[config.mk]
export PLATFORM = sky130hd
export DESIGN_NAME = port_transceiver_control
export DESIGN_NICKNAME = d
export VERILOG_FILES = /design/src/port_ctrl_pkg.sv /design/src/fabric_loopback_path.sv /design/src/port_transceiver_control.sv
export SDC_FILE = /design/constraint.sdc
export NUM_CORES = 1
export LEC_CHECK = 0
export BUFFER_PORTS_ARGS = -buffer_cell sky130_fd_sc_hd__buf_2
export CAP_MARGIN = 10
export CELL_PAD_IN_SITES_DETAIL_PLACEMENT = 1
export CELL_PAD_IN_SITES_GLOBAL_PLACEMENT = 1
export CORE_MARGIN = 5
export CORE_UTILIZATION = 35
export CTS_BUF_LIST = sky130_fd_sc_hd__clkbuf_8
export DETAILED_ROUTE_END_ITERATION = 7
export MAX_ROUTING_LAYER = met4
export PLACE_DENSITY = 0.88
export SKIP_LAST_GASP = 1
export SYNTH_ARGS = -nofsm -noshare
export SYNTH_HDL_FRONTEND = slang
export SYNTH_SLANG_ARGS = --single-unit
[constraint.sdc]
create_clock -name sys_clk -period 1.6 [get_ports sys_clk]
set_input_delay 0.16 -clock sys_clk [delete_from_list [all_inputs] [get_ports sys_clk]]
set_output_delay 0.16 -clock sys_clk [all_outputs]
set_load 0.01 [all_outputs]
[src/port_ctrl_pkg.sv]
// Constants for the per-port transceiver basic control register block.
// Assumes management accesses arrive already decoded as 16-bit register words.
package port_ctrl_pkg;

  localparam int          REG_INDEX_WIDTH      = 5;
  localparam int          REG_DATA_WIDTH       = 16;
  localparam int          NIBBLE_WIDTH         = 4;

  localparam logic [4:0]  CTRL_INDEX           = 5'h00;
  localparam logic [4:0]  STATUS_INDEX         = 5'h01;

  localparam int          SOFT_RESET_BIT       = 15;
  localparam int          LOOPBACK_BIT         = 14;
  localparam int          SPEED_BIT            = 13;
  localparam int          AUTONEG_BIT          = 12;
  localparam int          POWER_DOWN_BIT       = 11;
  localparam int          RESTART_BIT          = 9;
  localparam int          DUPLEX_BIT           = 8;
  localparam int          COLLISION_TEST_BIT   = 7;
  localparam int          STATUS_AN_DONE_BIT   = 5;

  localparam logic        LOOPBACK_RESET       = 1'b0;
  localparam logic        POWER_DOWN_RESET     = 1'b0;
  localparam logic        RESTART_RESET        = 1'b0;
  localparam logic        COLLISION_TEST_RESET = 1'b0;
  localparam logic        SOFT_RESET_RESET     = 1'b0;
  localparam logic [15:0] REG_WORD_RESET       = 16'h0000;

endpackage

[src/fabric_loopback_path.sv]
// Port datapath steering between switch fabric and network side.
// Assumes nibble-wide transmit and receive streams synchronous to sys_clk.
`timescale 1ns/1ps
module fabric_loopback_path
  import port_ctrl_pkg::*;
(
  input  wire logic                    sys_clk,
  input  wire logic                    reset_n,
  input  wire logic                    loopback_enable,
  input  wire logic                    collision_test_enable,
  input  wire logic                    power_down,
  input  wire logic                    fab_tx_en,
  input  wire logic [NIBBLE_WIDTH-1:0] fab_txd,
  input  wire logic                    net_rx_dv,
  input  wire logic [NIBBLE_WIDTH-1:0] net_rxd,
  input  wire logic                    net_col,
  output logic                         net_tx_en,
  output logic [NIBBLE_WIDTH-1:0]      net_txd,
  output logic                         fab_rx_dv,
  output logic [NIBBLE_WIDTH-1:0]      fab_rxd,
  output logic                         fab_col
);

  typedef struct packed {
    logic                    net_tx_en;
    logic [NIBBLE_WIDTH-1:0] net_txd;
    logic                    fab_rx_dv;
    logic [NIBBLE_WIDTH-1:0] fab_rxd;
    logic                    fab_col;
  } path_state_type;

  path_state_type path_reg;
  path_state_type path_next;

  always_comb begin
    path_next = path_reg;
    if (loopback_enable) begin
      path_next.net_tx_en = 1'b0;
      path_next.net_txd   = '0;
      path_next.fab_rx_dv = fab_tx_en;
      path_next.fab_rxd   = fab_txd;
    end else begin
      path_next.net_tx_en = fab_tx_en && !power_down;
      path_next.net_txd   = power_down ? '0 : fab_txd;
      path_next.fab_rx_dv = net_rx_dv && !power_down;
      path_next.fab_rxd   = net_rxd;
    end
    // Test collision follows transmit activity; a real one only when on the wire.
    path_next.fab_col = (collision_test_enable && fab_tx_en) ||
                        (!loopback_enable && !power_down && net_col);
  end

  always_ff @(posedge sys_clk or negedge reset_n) begin
    if (!reset_n) begin
      path_reg <= '0;
    end else begin
      path_reg <= path_next;
    end
  end

  assign net_tx_en = path_reg.net_tx_en;
  assign net_txd   = path_reg.net_txd;
  assign fab_rx_dv = path_reg.fab_rx_dv;
  assign fab_rxd   = path_reg.fab_rxd;
  assign fab_col   = path_reg.fab_col;
endmodule

[src/port_transceiver_control.sv]
// Basic control register of one switch port transceiver, with its effects.
// Assumes the management engine presents decoded register reads and writes.
// Straps are static levels; they are captured at the first edge after reset.
//
// Behaviour
// - Loopback returns fabric transmit data to fabric.
// - Speed bit forces 10 or 100 without negotiation.
// - Negotiation enable overrides forced speed and duplex.
// - Power-down bit stops network side only; loopback and test collision keep running; clearing allows negotiation.
// - Restart bit restarts negotiation, then self-clears.
// - Duplex bit forces half or full without negotiation.
// - Collision test drives collision during transmission.
// - Speed default is negotiation strap OR speed strap.
// - Soft reset bit restores defaults, then self-clears.
// - Negotiation enable default equals negotiation strap.
// - Duplex default is NOT negotiation strap AND duplex.
`timescale 1ns/1ps
module port_transceiver_control
  import port_ctrl_pkg::*;
(
  input  wire logic                                   sys_clk,
  input  wire logic                                   reset_n,
  input  wire logic                                   autoneg_strap,
  input  wire logic                                   speed_strap,
  input  wire logic                                   duplex_strap,
  input  wire logic                                   reg_wr_en,
  input  wire logic                                   reg_rd_en,
  input  wire logic [port_ctrl_pkg::REG_INDEX_WIDTH-1:0] reg_index,
  input  wire logic [port_ctrl_pkg::REG_DATA_WIDTH-1:0]  reg_wdata,
  input  wire logic                                   autoneg_done,
  input  wire logic                                   an_speed_100,
  input  wire logic                                   an_full_duplex,
  input  wire logic                                   fab_tx_en,
  input  wire logic [port_ctrl_pkg::NIBBLE_WIDTH-1:0]    fab_txd,
  input  wire logic                                   net_rx_dv,
  input  wire logic [port_ctrl_pkg::NIBBLE_WIDTH-1:0]    net_rxd,
  input  wire logic                                   net_col,
  output logic [port_ctrl_pkg::REG_DATA_WIDTH-1:0]       reg_rdata,
  output logic                                        reg_rd_valid,
  output logic                                        autoneg_enable,
  output logic                                        autoneg_restart_pulse,
  output logic                                        autoneg_complete,
  output logic                                        port_power_down,
  output logic                                        port_speed_100,
  output logic                                        port_full_duplex,
  output logic                                        net_tx_en,
  output logic [port_ctrl_pkg::NIBBLE_WIDTH-1:0]         net_txd,
  output logic                                        fab_rx_dv,
  output logic [port_ctrl_pkg::NIBBLE_WIDTH-1:0]         fab_rxd,
  output logic                                        fab_col
);

  import port_ctrl_pkg::*;

  typedef struct packed {
    logic                      loaded;
    logic                      soft_rst;
    logic                      loopback;
    logic                      speed;
    logic                      an;
    logic                      pd;
    logic                      restart;
    logic                      duplex;
    logic                      col_test;
    logic                      an_complete;
    logic                      eff_speed;
    logic                      eff_duplex;
    logic [REG_DATA_WIDTH-1:0] rdata;
    logic                      rd_valid;
  } ctrl_state_type;

  ctrl_state_type            ctrl_reg;
  ctrl_state_type            ctrl_next;
  logic                      ctrl_wr;
  logic                      def_speed;
  logic                      def_an;
  logic                      def_duplex;
  logic [REG_DATA_WIDTH-1:0] ctrl_word;
  logic [REG_DATA_WIDTH-1:0] status_word;

  assign ctrl_wr    = reg_wr_en && reg_index == CTRL_INDEX;
  assign def_speed  = autoneg_strap | speed_strap;
  assign def_an     = autoneg_strap;
  assign def_duplex = !autoneg_strap & duplex_strap;

  always_comb begin
    ctrl_word                     = REG_WORD_RESET;
    ctrl_word[SOFT_RESET_BIT]     = ctrl_reg.soft_rst;
    ctrl_word[LOOPBACK_BIT]       = ctrl_reg.loopback;
    ctrl_word[SPEED_BIT]          = ctrl_reg.speed;
    ctrl_word[AUTONEG_BIT]        = ctrl_reg.an;
    ctrl_word[POWER_DOWN_BIT]     = ctrl_reg.pd;
    ctrl_word[RESTART_BIT]        = ctrl_reg.restart;
    ctrl_word[DUPLEX_BIT]         = ctrl_reg.duplex;
    ctrl_word[COLLISION_TEST_BIT] = ctrl_reg.col_test;
    status_word                     = REG_WORD_RESET;
    status_word[STATUS_AN_DONE_BIT] = ctrl_reg.an_complete;
  end

  always_comb begin
    ctrl_next          = ctrl_reg;
    ctrl_next.soft_rst = 1'b0;
    ctrl_next.restart  = 1'b0;
    ctrl_next.rd_valid = 1'b0;
    if (!ctrl_reg.loaded || (ctrl_wr && reg_wdata[SOFT_RESET_BIT])) begin
      // First edge after chip reset, or a soft reset: strap-derived defaults.
      ctrl_next.loaded   = 1'b1;
      ctrl_next.soft_rst = ctrl_reg.loaded;
      ctrl_next.loopback = LOOPBACK_RESET;
      ctrl_next.speed    = def_speed;
      ctrl_next.an       = def_an;
      ctrl_next.pd       = POWER_DOWN_RESET;
      ctrl_next.restart  = RESTART_RESET;
      ctrl_next.duplex   = def_duplex;
      ctrl_next.col_test = COLLISION_TEST_RESET;
    end else if (ctrl_wr) begin
      // Bits 10 and 6..0 are simply not stored.
      ctrl_next.loopback = reg_wdata[LOOPBACK_BIT];
      ctrl_next.speed    = reg_wdata[SPEED_BIT];
      ctrl_next.an       = reg_wdata[AUTONEG_BIT];
      ctrl_next.pd       = reg_wdata[POWER_DOWN_BIT];
      ctrl_next.restart  = reg_wdata[RESTART_BIT];
      ctrl_next.duplex   = reg_wdata[DUPLEX_BIT];
      ctrl_next.col_test = reg_wdata[COLLISION_TEST_BIT];
    end
    // A restart, disabled negotiation or power-down voids the completion.
    if (ctrl_next.restart || !ctrl_next.an || ctrl_next.pd || ctrl_next.soft_rst) begin
      ctrl_next.an_complete = 1'b0;
    end
    // The engine's report wins over a clear in the same cycle.
    if (autoneg_done && ctrl_reg.an && !ctrl_reg.pd && ctrl_reg.loaded) begin
      ctrl_next.an_complete = 1'b1;
    end
    ctrl_next.eff_speed  = ctrl_reg.an ? an_speed_100 : ctrl_reg.speed;
    ctrl_next.eff_duplex = ctrl_reg.an ? an_full_duplex : ctrl_reg.duplex;
    if (reg_rd_en) begin
      ctrl_next.rd_valid = 1'b1;
      if (reg_index == CTRL_INDEX) begin
        ctrl_next.rdata = ctrl_word;
      end else if (reg_index == STATUS_INDEX) begin
        ctrl_next.rdata = status_word;
      end else begin
        ctrl_next.rdata = REG_WORD_RESET;
      end
    end
  end

  always_ff @(posedge sys_clk or negedge reset_n) begin
    if (!reset_n) begin
      ctrl_reg <= '0;
    end else begin
      ctrl_reg <= ctrl_next;
    end
  end

  assign reg_rdata             = ctrl_reg.rdata;
  assign reg_rd_valid          = ctrl_reg.rd_valid;
  assign autoneg_enable        = ctrl_reg.an;
  assign autoneg_restart_pulse = ctrl_reg.restart;
  assign autoneg_complete      = ctrl_reg.an_complete;
  assign port_power_down       = ctrl_reg.pd;
  assign port_speed_100        = ctrl_reg.eff_speed;
  assign port_full_duplex      = ctrl_reg.eff_duplex;

  fabric_loopback_path u_path (
    .sys_clk               (sys_clk),
    .reset_n               (reset_n),
    .loopback_enable       (ctrl_reg.loopback),
    .collision_test_enable (ctrl_reg.col_test),
    .power_down            (ctrl_reg.pd),
    .fab_tx_en             (fab_tx_en),
    .fab_txd               (fab_txd),
    .net_rx_dv             (net_rx_dv),
    .net_rxd               (net_rxd),
    .net_col               (net_col),
    .net_tx_en             (net_tx_en),
    .net_txd               (net_txd),
    .fab_rx_dv             (fab_rx_dv),
    .fab_rxd               (fab_rxd),
    .fab_col               (fab_col)
  );
endmodule

Word-level counts from Yosys, hierarchy flattened
Cells that the tools add are included.
Word-level totals
  register bits: 40
  output and inout port bits: 34
Operators by class
  equality and inequality tests: 1
  multiplexer cells: 12
  bitwise logic cells: 2
  reductions and logical operators: 23
Operators by type and width (count)
  16-bit 2-to-1 mux: 1
  7-bit 2-to-1 mux: 2
  1-bit logical AND: 10
  10-bit 2-to-1 mux: 1
  1-bit 2-to-1 mux: 6
  6-bit 2-to-1 mux: 1
  5-bit by 1-bit equality test with 1-bit output, second input constant: 1
  1-bit zero test: 5
  5-bit zero test: 1
  1-bit logical OR: 5
  4-bit 2-to-1 mux: 1
  2-bit nonzero test: 2
  1-bit AND: 1
  1-bit bitwise OR: 1

Logic depth before layout (Yosys ltp)
Gate-level depths: netlist (run 1).
  depth after elaboration: 11
  depth in mapped cells: 5
  depth with buffers taken out: 4

By module
Synthesis (run 1) repeated with hierarchy kept, for this count alone.
Second synthesis, totals
  cell total of the unflattened synthesis: 117
  area total of the unflattened synthesis: 1457.6 µm²
Modules (own cells, without submodules)
  port_transceiver_control: instances 1, cells an instance 91, area each 1044.8 µm², sequential area each 550.5 µm²
  fabric_loopback_path: instances 1, cells an instance 26, area each 412.9 µm², sequential area each 275.3 µm²

Worst setup path before layout (run 1)
No wires, ideal clock.
  path type: input to register
  start: input port reg_index[1] (netlist name)
  end: register ctrl_reg[25] (netlist name)
  library setup time: 127 ps
  arrival: 1425 ps
  setup slack: 48 ps
  cell stages on the path: 5
  path buffers: 1
  path through: or4_4 -> buf_6 -> or4_4 -> o21ai_2 -> a21oi_2
Between the ends
  cells in the longest elaborated chain, start to end: 5
RTL lines
  start, declared: RTL line port_transceiver_control.sv:28  | input wire logic [port_ctrl_pkg::REG_INDEX_WIDTH-1:0] reg_index,
  5-bit zero test (*): RTL line port_transceiver_control.sv:81  | assign ctrl_wr = reg_wr_en && reg_index == CTRL_INDEX;
  1-bit logical AND (*): RTL line port_transceiver_control.sv:81
  1-bit logical AND: RTL line port_transceiver_control.sv:105  | if (!ctrl_reg.loaded || (ctrl_wr && reg_wdata[SOFT_RESET_BIT])) begin
  1-bit logical OR: RTL line port_transceiver_control.sv:105
  7-bit 2-to-1 mux or 2-bit nonzero test (tied branches)
  end signal, assigned: RTL line port_transceiver_control.sv:152  | ctrl_reg <= ctrl_next;
  end, declared: RTL line port_transceiver_control.sv:72  | ctrl_state_type ctrl_reg;
Every way passes the cells marked *; elsewhere a longest branch is shown, timed or not.
A chain may end at the register's enable or synchronous reset.

Final worst setup path (run 1)
  start: input port reg_index[1] (netlist name)
  end: register ctrl_reg[21] (netlist name)
The elaborated chain is that of the path after synthesis.

==> results.sh, run 1 <==
export IMPL_status="complete, no violations"
export IMPL_coreArea_mm2=0.00429
export IMPL_netlist_area_mm2=0.00152
export IMPL_ys_seq_area_frac=0.543
export IMPL_criticalPathCategory="in -> reg"
export IMPL_grt_pass1_wl_mm=6.19
export IMPL_grt_use_total=0.140
export IMPL_dieWidth_um=75.9
export IMPL_maxCapViolCount=0
export IMPL_largest_reg_flops=9
export IMPL_yosys_area_top_type="dfrtp_1"
export IMPL_drc=0
export IMPL_cp_slowest_cell="or4_4"
export IMPL_wl_per_cell_um=15.3
export IMPL_final_setup_viol_count=0
export IMPL_synth_area_leaders="dfrtp_1 (54%), buf_4 (7.9%), mux2_2 (4.4%)"
export IMPL_num_rows=24
export IMPL_cp_common_cell="o21ai_0"
export IMPL_synth_commonest_cells="dfrtp_1 (33), buf_4 (16), nand2_1 (13), o21ai_0 (10), inv_1 (9)"
export IMPL_diodes=0
export IMPL_arrival_ns=1.57
export IMPL_layout_drive_gt1_share=0.438
export IMPL_grt_overflow=0
export IMPL_path_cells="buf_2 -> or4_4 -> buf_4 -> o21ai_0 -> o21ai_0 -> a22o_1"
export IMPL_met3_wirelength_um=199
export IMPL_grt_pass1_vias=1265
export IMPL_syn_inst=134
export IMPL_synth_cell_types=35
export IMPL_end_kind="flop"
export IMPL_finalHoldViolations=0
export IMPL_grt_max_degree=34
export IMPL_cts_buffer_depth=2
export IMPL_r2r_cells=3
export IMPL_hold_depth=2
export IMPL_post_cts_repair_setup_buffers=0
export IMPL_crit_cells=6
export IMPL_wl_met2_mm=2.00
export IMPL_startpoint_type="input pin"
export IMPL_worstMarginPinSlew_ns=0.716
export IMPL_slew_headroom=0.523
export IMPL_slew_violations=0
export IMPL_cts_max_level=2
export IMPL_portBuffers=60
export IMPL_hold_path_class="in -> reg"
export IMPL_crit_required_ns=1.77
export IMPL_initial_utilization=0.354
export IMPL_slowest_delay_ns=0.58
export IMPL_die_y_um=75.9
export IMPL_fin_crit_sh=0.880
export IMPL_cts_root_buf="clkbuf_8"
export IMPL_drt_total_wl_mm=3.72
export IMPL_rsz0062_at_grt="false"
export IMPL_yosys_warnings=0
export IMPL_clk_pin_slew_ns=0.07
export IMPL_dr_first_iter_drc_count=68
export IMPL_p_per_area_mw_per_mm2=982
export IMPL_highest_layer="met4"
export IMPL_min_period_ns=1.41
export IMPL_p_switching_uw=416
export IMPL_antenna_found_initial=0
export IMPL_pwr_share_clk=0.423
export IMPL_cts_tree="yes"
export IMPL_path_delay_family="simple AND/OR/NAND/NOR gates"
export IMPL_die_area_mm2=0.00576
export IMPL_pre_cts_ws_ns=-0.0380
export IMPL_sequentialPowerShare=0.476
export IMPL_synth_top_area_share=0.543
export IMPL_clk_latency_ns=0.28
export IMPL_dp_cells=235
export IMPL_cp_max_fo=4
export IMPL_gp_congestion=0.780
export IMPL_dp_hpwl_mm=2.74
export IMPL_combPwrFrac=0.102
export IMPL_synth_flop_cell="dfrtp_1"
export IMPL_p_int_uw=1460
export IMPL_peakVddDrop_mv=0.307
export IMPL_ios=76
export IMPL_fin_cells=244
export IMPL_wl_met1_mm=1.40
export IMPL_cts_made_buffers=5
export IMPL_syn_to_final_growth_pct=25.5
export IMPL_first_pass_iters=4
export IMPL_clock_sinks=33
export IMPL_async_reset_ff_frac=1.00
export IMPL_synth_seq_cells=33
export IMPL_layout_nets=233
export IMPL_cp_num_buf_inv=2
export IMPL_worst_slack_ns=0.192
export IMPL_fin_worst_skew_ns=0.00494
export IMPL_p_leak_uw=0.000931
export IMPL_via_per_inst=4.66
export IMPL_vias=1137
export IMPL_yosysMostFrequentCell="dfrtp_1"
export IMPL_syn_avg_cell_area_um2=11.3
export IMPL_synth_edf_count=0
export IMPL_ant_nets=0
export IMPL_p_sw_frac=0.222
export IMPL_clock_fmax_ghz=0.710
## worst paths after layout
| path | start | endpoint | slack, ns |
|---|---|---|---|
| worst min register to register | ctrl_reg[27] | reg_rdata[15] | 0.48 |
| max in group asynchronous | reset_n | ctrl_reg[27] | 0.67 |
| min in group asynchronous | reset_n | u_path.net_txd[0] | 0.47 |
| worst max-delay path | reg_index[1] | ctrl_reg[21] | 0.19 |
| worst max register to register | ctrl_reg[28] | autoneg_complete | 0.25 |
| worst min-delay path | fab_txd[1] | u_path.net_txd[1] | 0.1 |
## cells in the final DEF (no fill, tap or decap), types with 4 or more instances in the layout
cell type	synthesis	layout
and2_1	5	5
buf_2	0	60
clkbuf_8	0	6
conb_1	2	8
dfrtp_1	33	33
inv_1	9	10
mux2_2	6	6
nand2_1	13	13
nand2b_1	4	4
o21ai_0	10	10
## worst register-to-register path: stages, from the launching register on
cell and delay [ns]:
dfrtp_1 0.60, nor3b_1 0.30, a211oi_2 0.12, a41o_1 0.22
## logic make-up after synthesis
family | after synthesis | share of synthesized area
mux | 6 | 0.0444
buf+inv | 29 | 0.120
flops | 33 | 0.543
simple gates | 40 | 0.167
other cells | 2 | 0.00494
compound gates | 24 | 0.120
## routing by layer
layer | vias up | global-route usage
li1 | 545 | -
met1 | 537 | 0.143
met2 | 40 | 0.234
met3 | 15 | 0.0498
met4 | 0 | 0.0765
met5 | - | -
## per-stage QoR
| step | power [µW] | hold slack, ns | cell area, µm² | setup TNS (ns) | util |
|---|---|---|---|---|---|
| finish | 1870 | 0.0958 | 1910 | 0 | 0.444 |
| global route | 2000 | 0.0835 | 1910 | 0 | 0.444 |
| CTS | 1900 | 0.0859 | 1910 | 0 | 0.444 |
| detailed placement | 1100 | 0.260 | 1780 | -0.0858 | 0.415 |
| global placement | 1090 | 0.246 | 1780 | -0.0188 | 0.415 |
| floorplan | 1000 | -0.136 | 1540 | 0 | - |
## power by group through the flow
| stage | Sequential [µW] | Combinational [µW] | Clock [µW] |
|---|---|---|---|
| 2_1_floorplan | 915 | 87.4 | 0 |
| 3_3_place_gp | 906 | 183 | 0 |
| 3_5_place_dp | 907 | 189 | 0 |
| 4_1_cts | 892 | 195 | 815 |
| 5_1_grt | 896 | 213 | 887 |
| 6_report | 892 | 191 | 792 |
## area by class of cell
type                            instances  area (µm²)
Timing Repair Buffer                   64         333
Clock buffer                            6        82.6
Sequential cell                        33         826
Fill cell                             517        2390
Multi-Input combinational cell         78         534
Inverter                                9        33.8
Clock inverter                          2        33.8
Tap cell                               52        65.1
## repair_timing
item | CTS | global route
endpoints found under the hold margin | 33 | 0
gates resized for setup | 0 | 0
endpoints found under the setup margin | 0 | 0
hold buffers | 1 | 0
No activity file was read; power rests on OpenSTA's default activity.
==> run 2: changes to the inputs <==
- ABC_AREA: default -> 1
- CORE_UTILIZATION: 35 -> 33
- PLACE_DENSITY: 0.88 -> 0.87
==> run 2 against run 1 <==
Combinational power about the same. Sequential cell count unchanged. Worst hold slack got worse by 0.040 ns. Worst setup slack improved by 0.17 ns. Critical path depth decreased by 1. Synthesized cell count increased by 16%. First-iteration DRC count decreased by 40%. Power increased by 0.34%. Sequential power decreased by 0.7%. Cell count increased by 8.6%. Count of clock-buffer cells in the layout unchanged. Register-to-register slack improved by 0.11 ns.
==> results.sh, run 2 <==
export IMPL_status="complete, no violations"
export IMPL_layout_drive_gt1_share=0.366
export IMPL_grt_overflow=0
export IMPL_use_met2=0.246
export IMPL_r2r_slack_ns=0.36
export IMPL_cts_made_buffers=5
export IMPL_syn_inst=156
export IMPL_layout_nets=254
export IMPL_n_fill_cell=538
export IMPL_placed_cell_area_mm2=0.00172
export IMPL_synth_cell_types=20
export IMPL_coreArea_mm2=0.00432
export IMPL_slew_headroom=0.522
export IMPL_p_sw_frac=0.232
export IMPL_hold_depth=1
export IMPL_fin_cells=265
export IMPL_clk_pin_slew_ns=0.06
export IMPL_yosys_area_top_type="dfrtp_1"
export IMPL_whs_ns=0.0562
export IMPL_crit_reg2reg_launch="ctrl_reg[28]"
export IMPL_slew_violations=0
export IMPL_r2r_end="autoneg_complete"
export IMPL_drt_total_wl_mm=3.76
export IMPL_final_setup_viol_count=0
export IMPL_synth_top_area_share=0.564
export IMPL_gp_congestion=0.774
export IMPL_clock_sinks=33
export IMPL_cts_tree="yes"
export IMPL_cp_max_fo=8
export IMPL_synth_seq_cells=33
export IMPL_final_common_cell="buf_2"
export IMPL_clk_latency_ns=0.29
export IMPL_crit_required_ns=1.78
export IMPL_dr_first_iter_drc_count=41
export IMPL_sequentialPowerShare=0.471
export IMPL_post_cts_repair_setup_buffers=0
export IMPL_cts_max_level=2
export IMPL_die_area_mm2=0.00587
export IMPL_netlist_area_mm2=0.00146
export IMPL_post_cts_resized=0
export IMPL_synth_area_leaders="dfrtp_1 (56%), nand2_1 (8.7%), buf_4 (8.2%)"
export IMPL_mostFrequentLayoutCells="buf_2 (60), nand2_1 (34), dfrtp_1 (33), inv_1 (16), o21ai_0 (13)"
export IMPL_min_to="reg_rd_valid"
export IMPL_combPwrFrac=0.103
export IMPL_synth_commonest_cells="nand2_1 (34), dfrtp_1 (33), buf_4 (16), inv_1 (15), o21ai_0 (13)"
export IMPL_startpoint_type="flop"
export IMPL_initial_utilization=0.339
export IMPL_grt_pass1_vias=1301
export IMPL_worstMarginPinSlew_ns=0.716
export IMPL_dp_cells=256
export IMPL_peakVddDrop_mv=0.338
export IMPL_p_per_area_mw_per_mm2=1020
export IMPL_fin_crit_sh=0.775
export IMPL_use_met3=0.0343
export IMPL_grt_use_total=0.140
export IMPL_first_pass_iters=4
export IMPL_grt_max_degree=34
export IMPL_top_usage_layer="met2"
export IMPL_arrival_ns=1.42
export IMPL_grt_util_met1=0.144
export IMPL_cts_root_buf="clkbuf_8"
export IMPL_clock_fmax_ghz=0.807
export IMPL_wl_per_cell_um=14.2
export IMPL_p_int_uw=1440
export IMPL_yosys_warnings=0
export IMPL_min_period_ns=1.24
export IMPL_antenna_found_initial=0
export IMPL_min_from="reg_rd_en"
export IMPL_setup_tns_ns=0
export IMPL_finalHoldViolations=0
export IMPL_syn_avg_cell_area_um2=9.38
export IMPL_fin_worst_skew_ns=0.00273
export IMPL_dp_hpwl_mm=2.98
export IMPL_criticalPathCategory="reg -> reg"
export IMPL_diodes=0
export IMPL_cts_buffer_depth=2
export IMPL_pre_cts_ws_ns=0.348
export IMPL_largest_reg_flops=9
export IMPL_vias=1210
export IMPL_end_kind="flop"
export IMPL_grt_pass1_wl_mm=6.37
export IMPL_holdBufCountCts=1
export IMPL_rsz0062_at_grt="false"
export IMPL_maxCapViolCount=0
export IMPL_synth_edf_count=0
export IMPL_r2r_cells=5
export IMPL_drc=0
export IMPL_pwr_share_clk=0.426
export IMPL_syn_to_final_growth_pct=26.4
export IMPL_num_rows=24
export IMPL_portBuffers=60
export IMPL_p_leak_uw=0.00102
export IMPL_via_per_inst=4.57
export IMPL_worst_slack_ns=0.360
export IMPL_synth_flop_cell="dfrtp_1"
export IMPL_ys_seq_area_frac=0.564
export IMPL_ant_nets=0
export IMPL_async_reset_ff_frac=1.00
export IMPL_ios=76
export IMPL_die_y_um=76.6
export IMPL_hold_path_class="in -> reg"
export IMPL_yosysMostFrequentCell="nand2_1"
export IMPL_p_switching_uw=437
export IMPL_final_area_mm2=0.00185
export IMPL_dieWidth_um=76.6
run 2: changes by cell type in the layout (fill, tap and decap cells not counted), moves of 6 or more:
| cell | delta |
|---|---|
| nand2_1 | +21 |
| nand3_1 | +8 |
| inv_1 | +6 |
| nor2_1 | +6 |
| mux2_2 | -6 |
run 2: critical path, stage by stage, from the launching register on:
cell,delay (ns)
dfrtp_1,0.44
inv_1,0.07
nor2_2,0.31
nand3_1,0.15
nand3_1,0.12
nand2_1,0.05
run 2: cells by family after synthesis:
| family | count (synthesis) | share of synthesized area |
|---|---|---|
| and+or+nand+nor | 64 | 0.209 |
| other | 2 | 0.00513 |
| buffers and inverters | 34 | 0.129 |
| DFF | 33 | 0.564 |
| AOI/OAI and AO/OA | 23 | 0.0932 |
run 2: metrics by stage:
| step | util | power, µW |
|---|---|---|
| 2_1_floorplan | - | 996 |
| 3_3_place_gp | 0.399 | 1090 |
| 3_5_place_dp | 0.399 | 1100 |
| 4_1_cts | 0.428 | 1890 |
| 5_1_grt | 0.428 | 1960 |
| 6_report | 0.428 | 1880 |
run 2: metal layers:
| metal | part of all wire | routed length [µm] | up-vias |
|---|---|---|---|
| met2 | 0.56 | 2100 | 32 |
| met3 | 0.049 | 185 | 8 |
| met5 | 0 | 0 | - |
| li1 | - | - | 586 |
| met1 | 0.37 | 1390 | 584 |
| met4 | 0.023 | 85 | 0 |
run 2: power groups by stage:
stage                     logic [µW]  clock network [µW]  registers, µW
after global placement           187                   0            899
final                            194                 802            886
after global routing             218                 856            889
after CTS                        198                 810            886
after detailed placement         195                   0            902
after floorplan                 82.1                   0            914
run 2: worst max-delay path by stage:
stage | from | to | slack [ns] | cells past startpoint
floorplan | ctrl_reg[28] | autoneg_complete | 0.55 | 5
global placement | reg_index[4] | autoneg_complete | 0.40 | 8
detailed placement | reg_index[4] | autoneg_complete | 0.35 | 8
CTS | ctrl_reg[28] | autoneg_complete | 0.35 | 5
global route | ctrl_reg[28] | autoneg_complete | 0.23 | 5
finish | ctrl_reg[28] | autoneg_complete | 0.36 | 5
run 2: cell type report:
cell class              count  area [µm²]  share of cell area
inverters                  16        61.3              0.0331
well taps                  52        65.1              0.0352
clock buffers               6        82.6              0.0446
flip-flops and latches     33         826               0.446
multi-input cells          95         472               0.255
repair buffers             61         310               0.168
clock inverters             2        33.8              0.0183
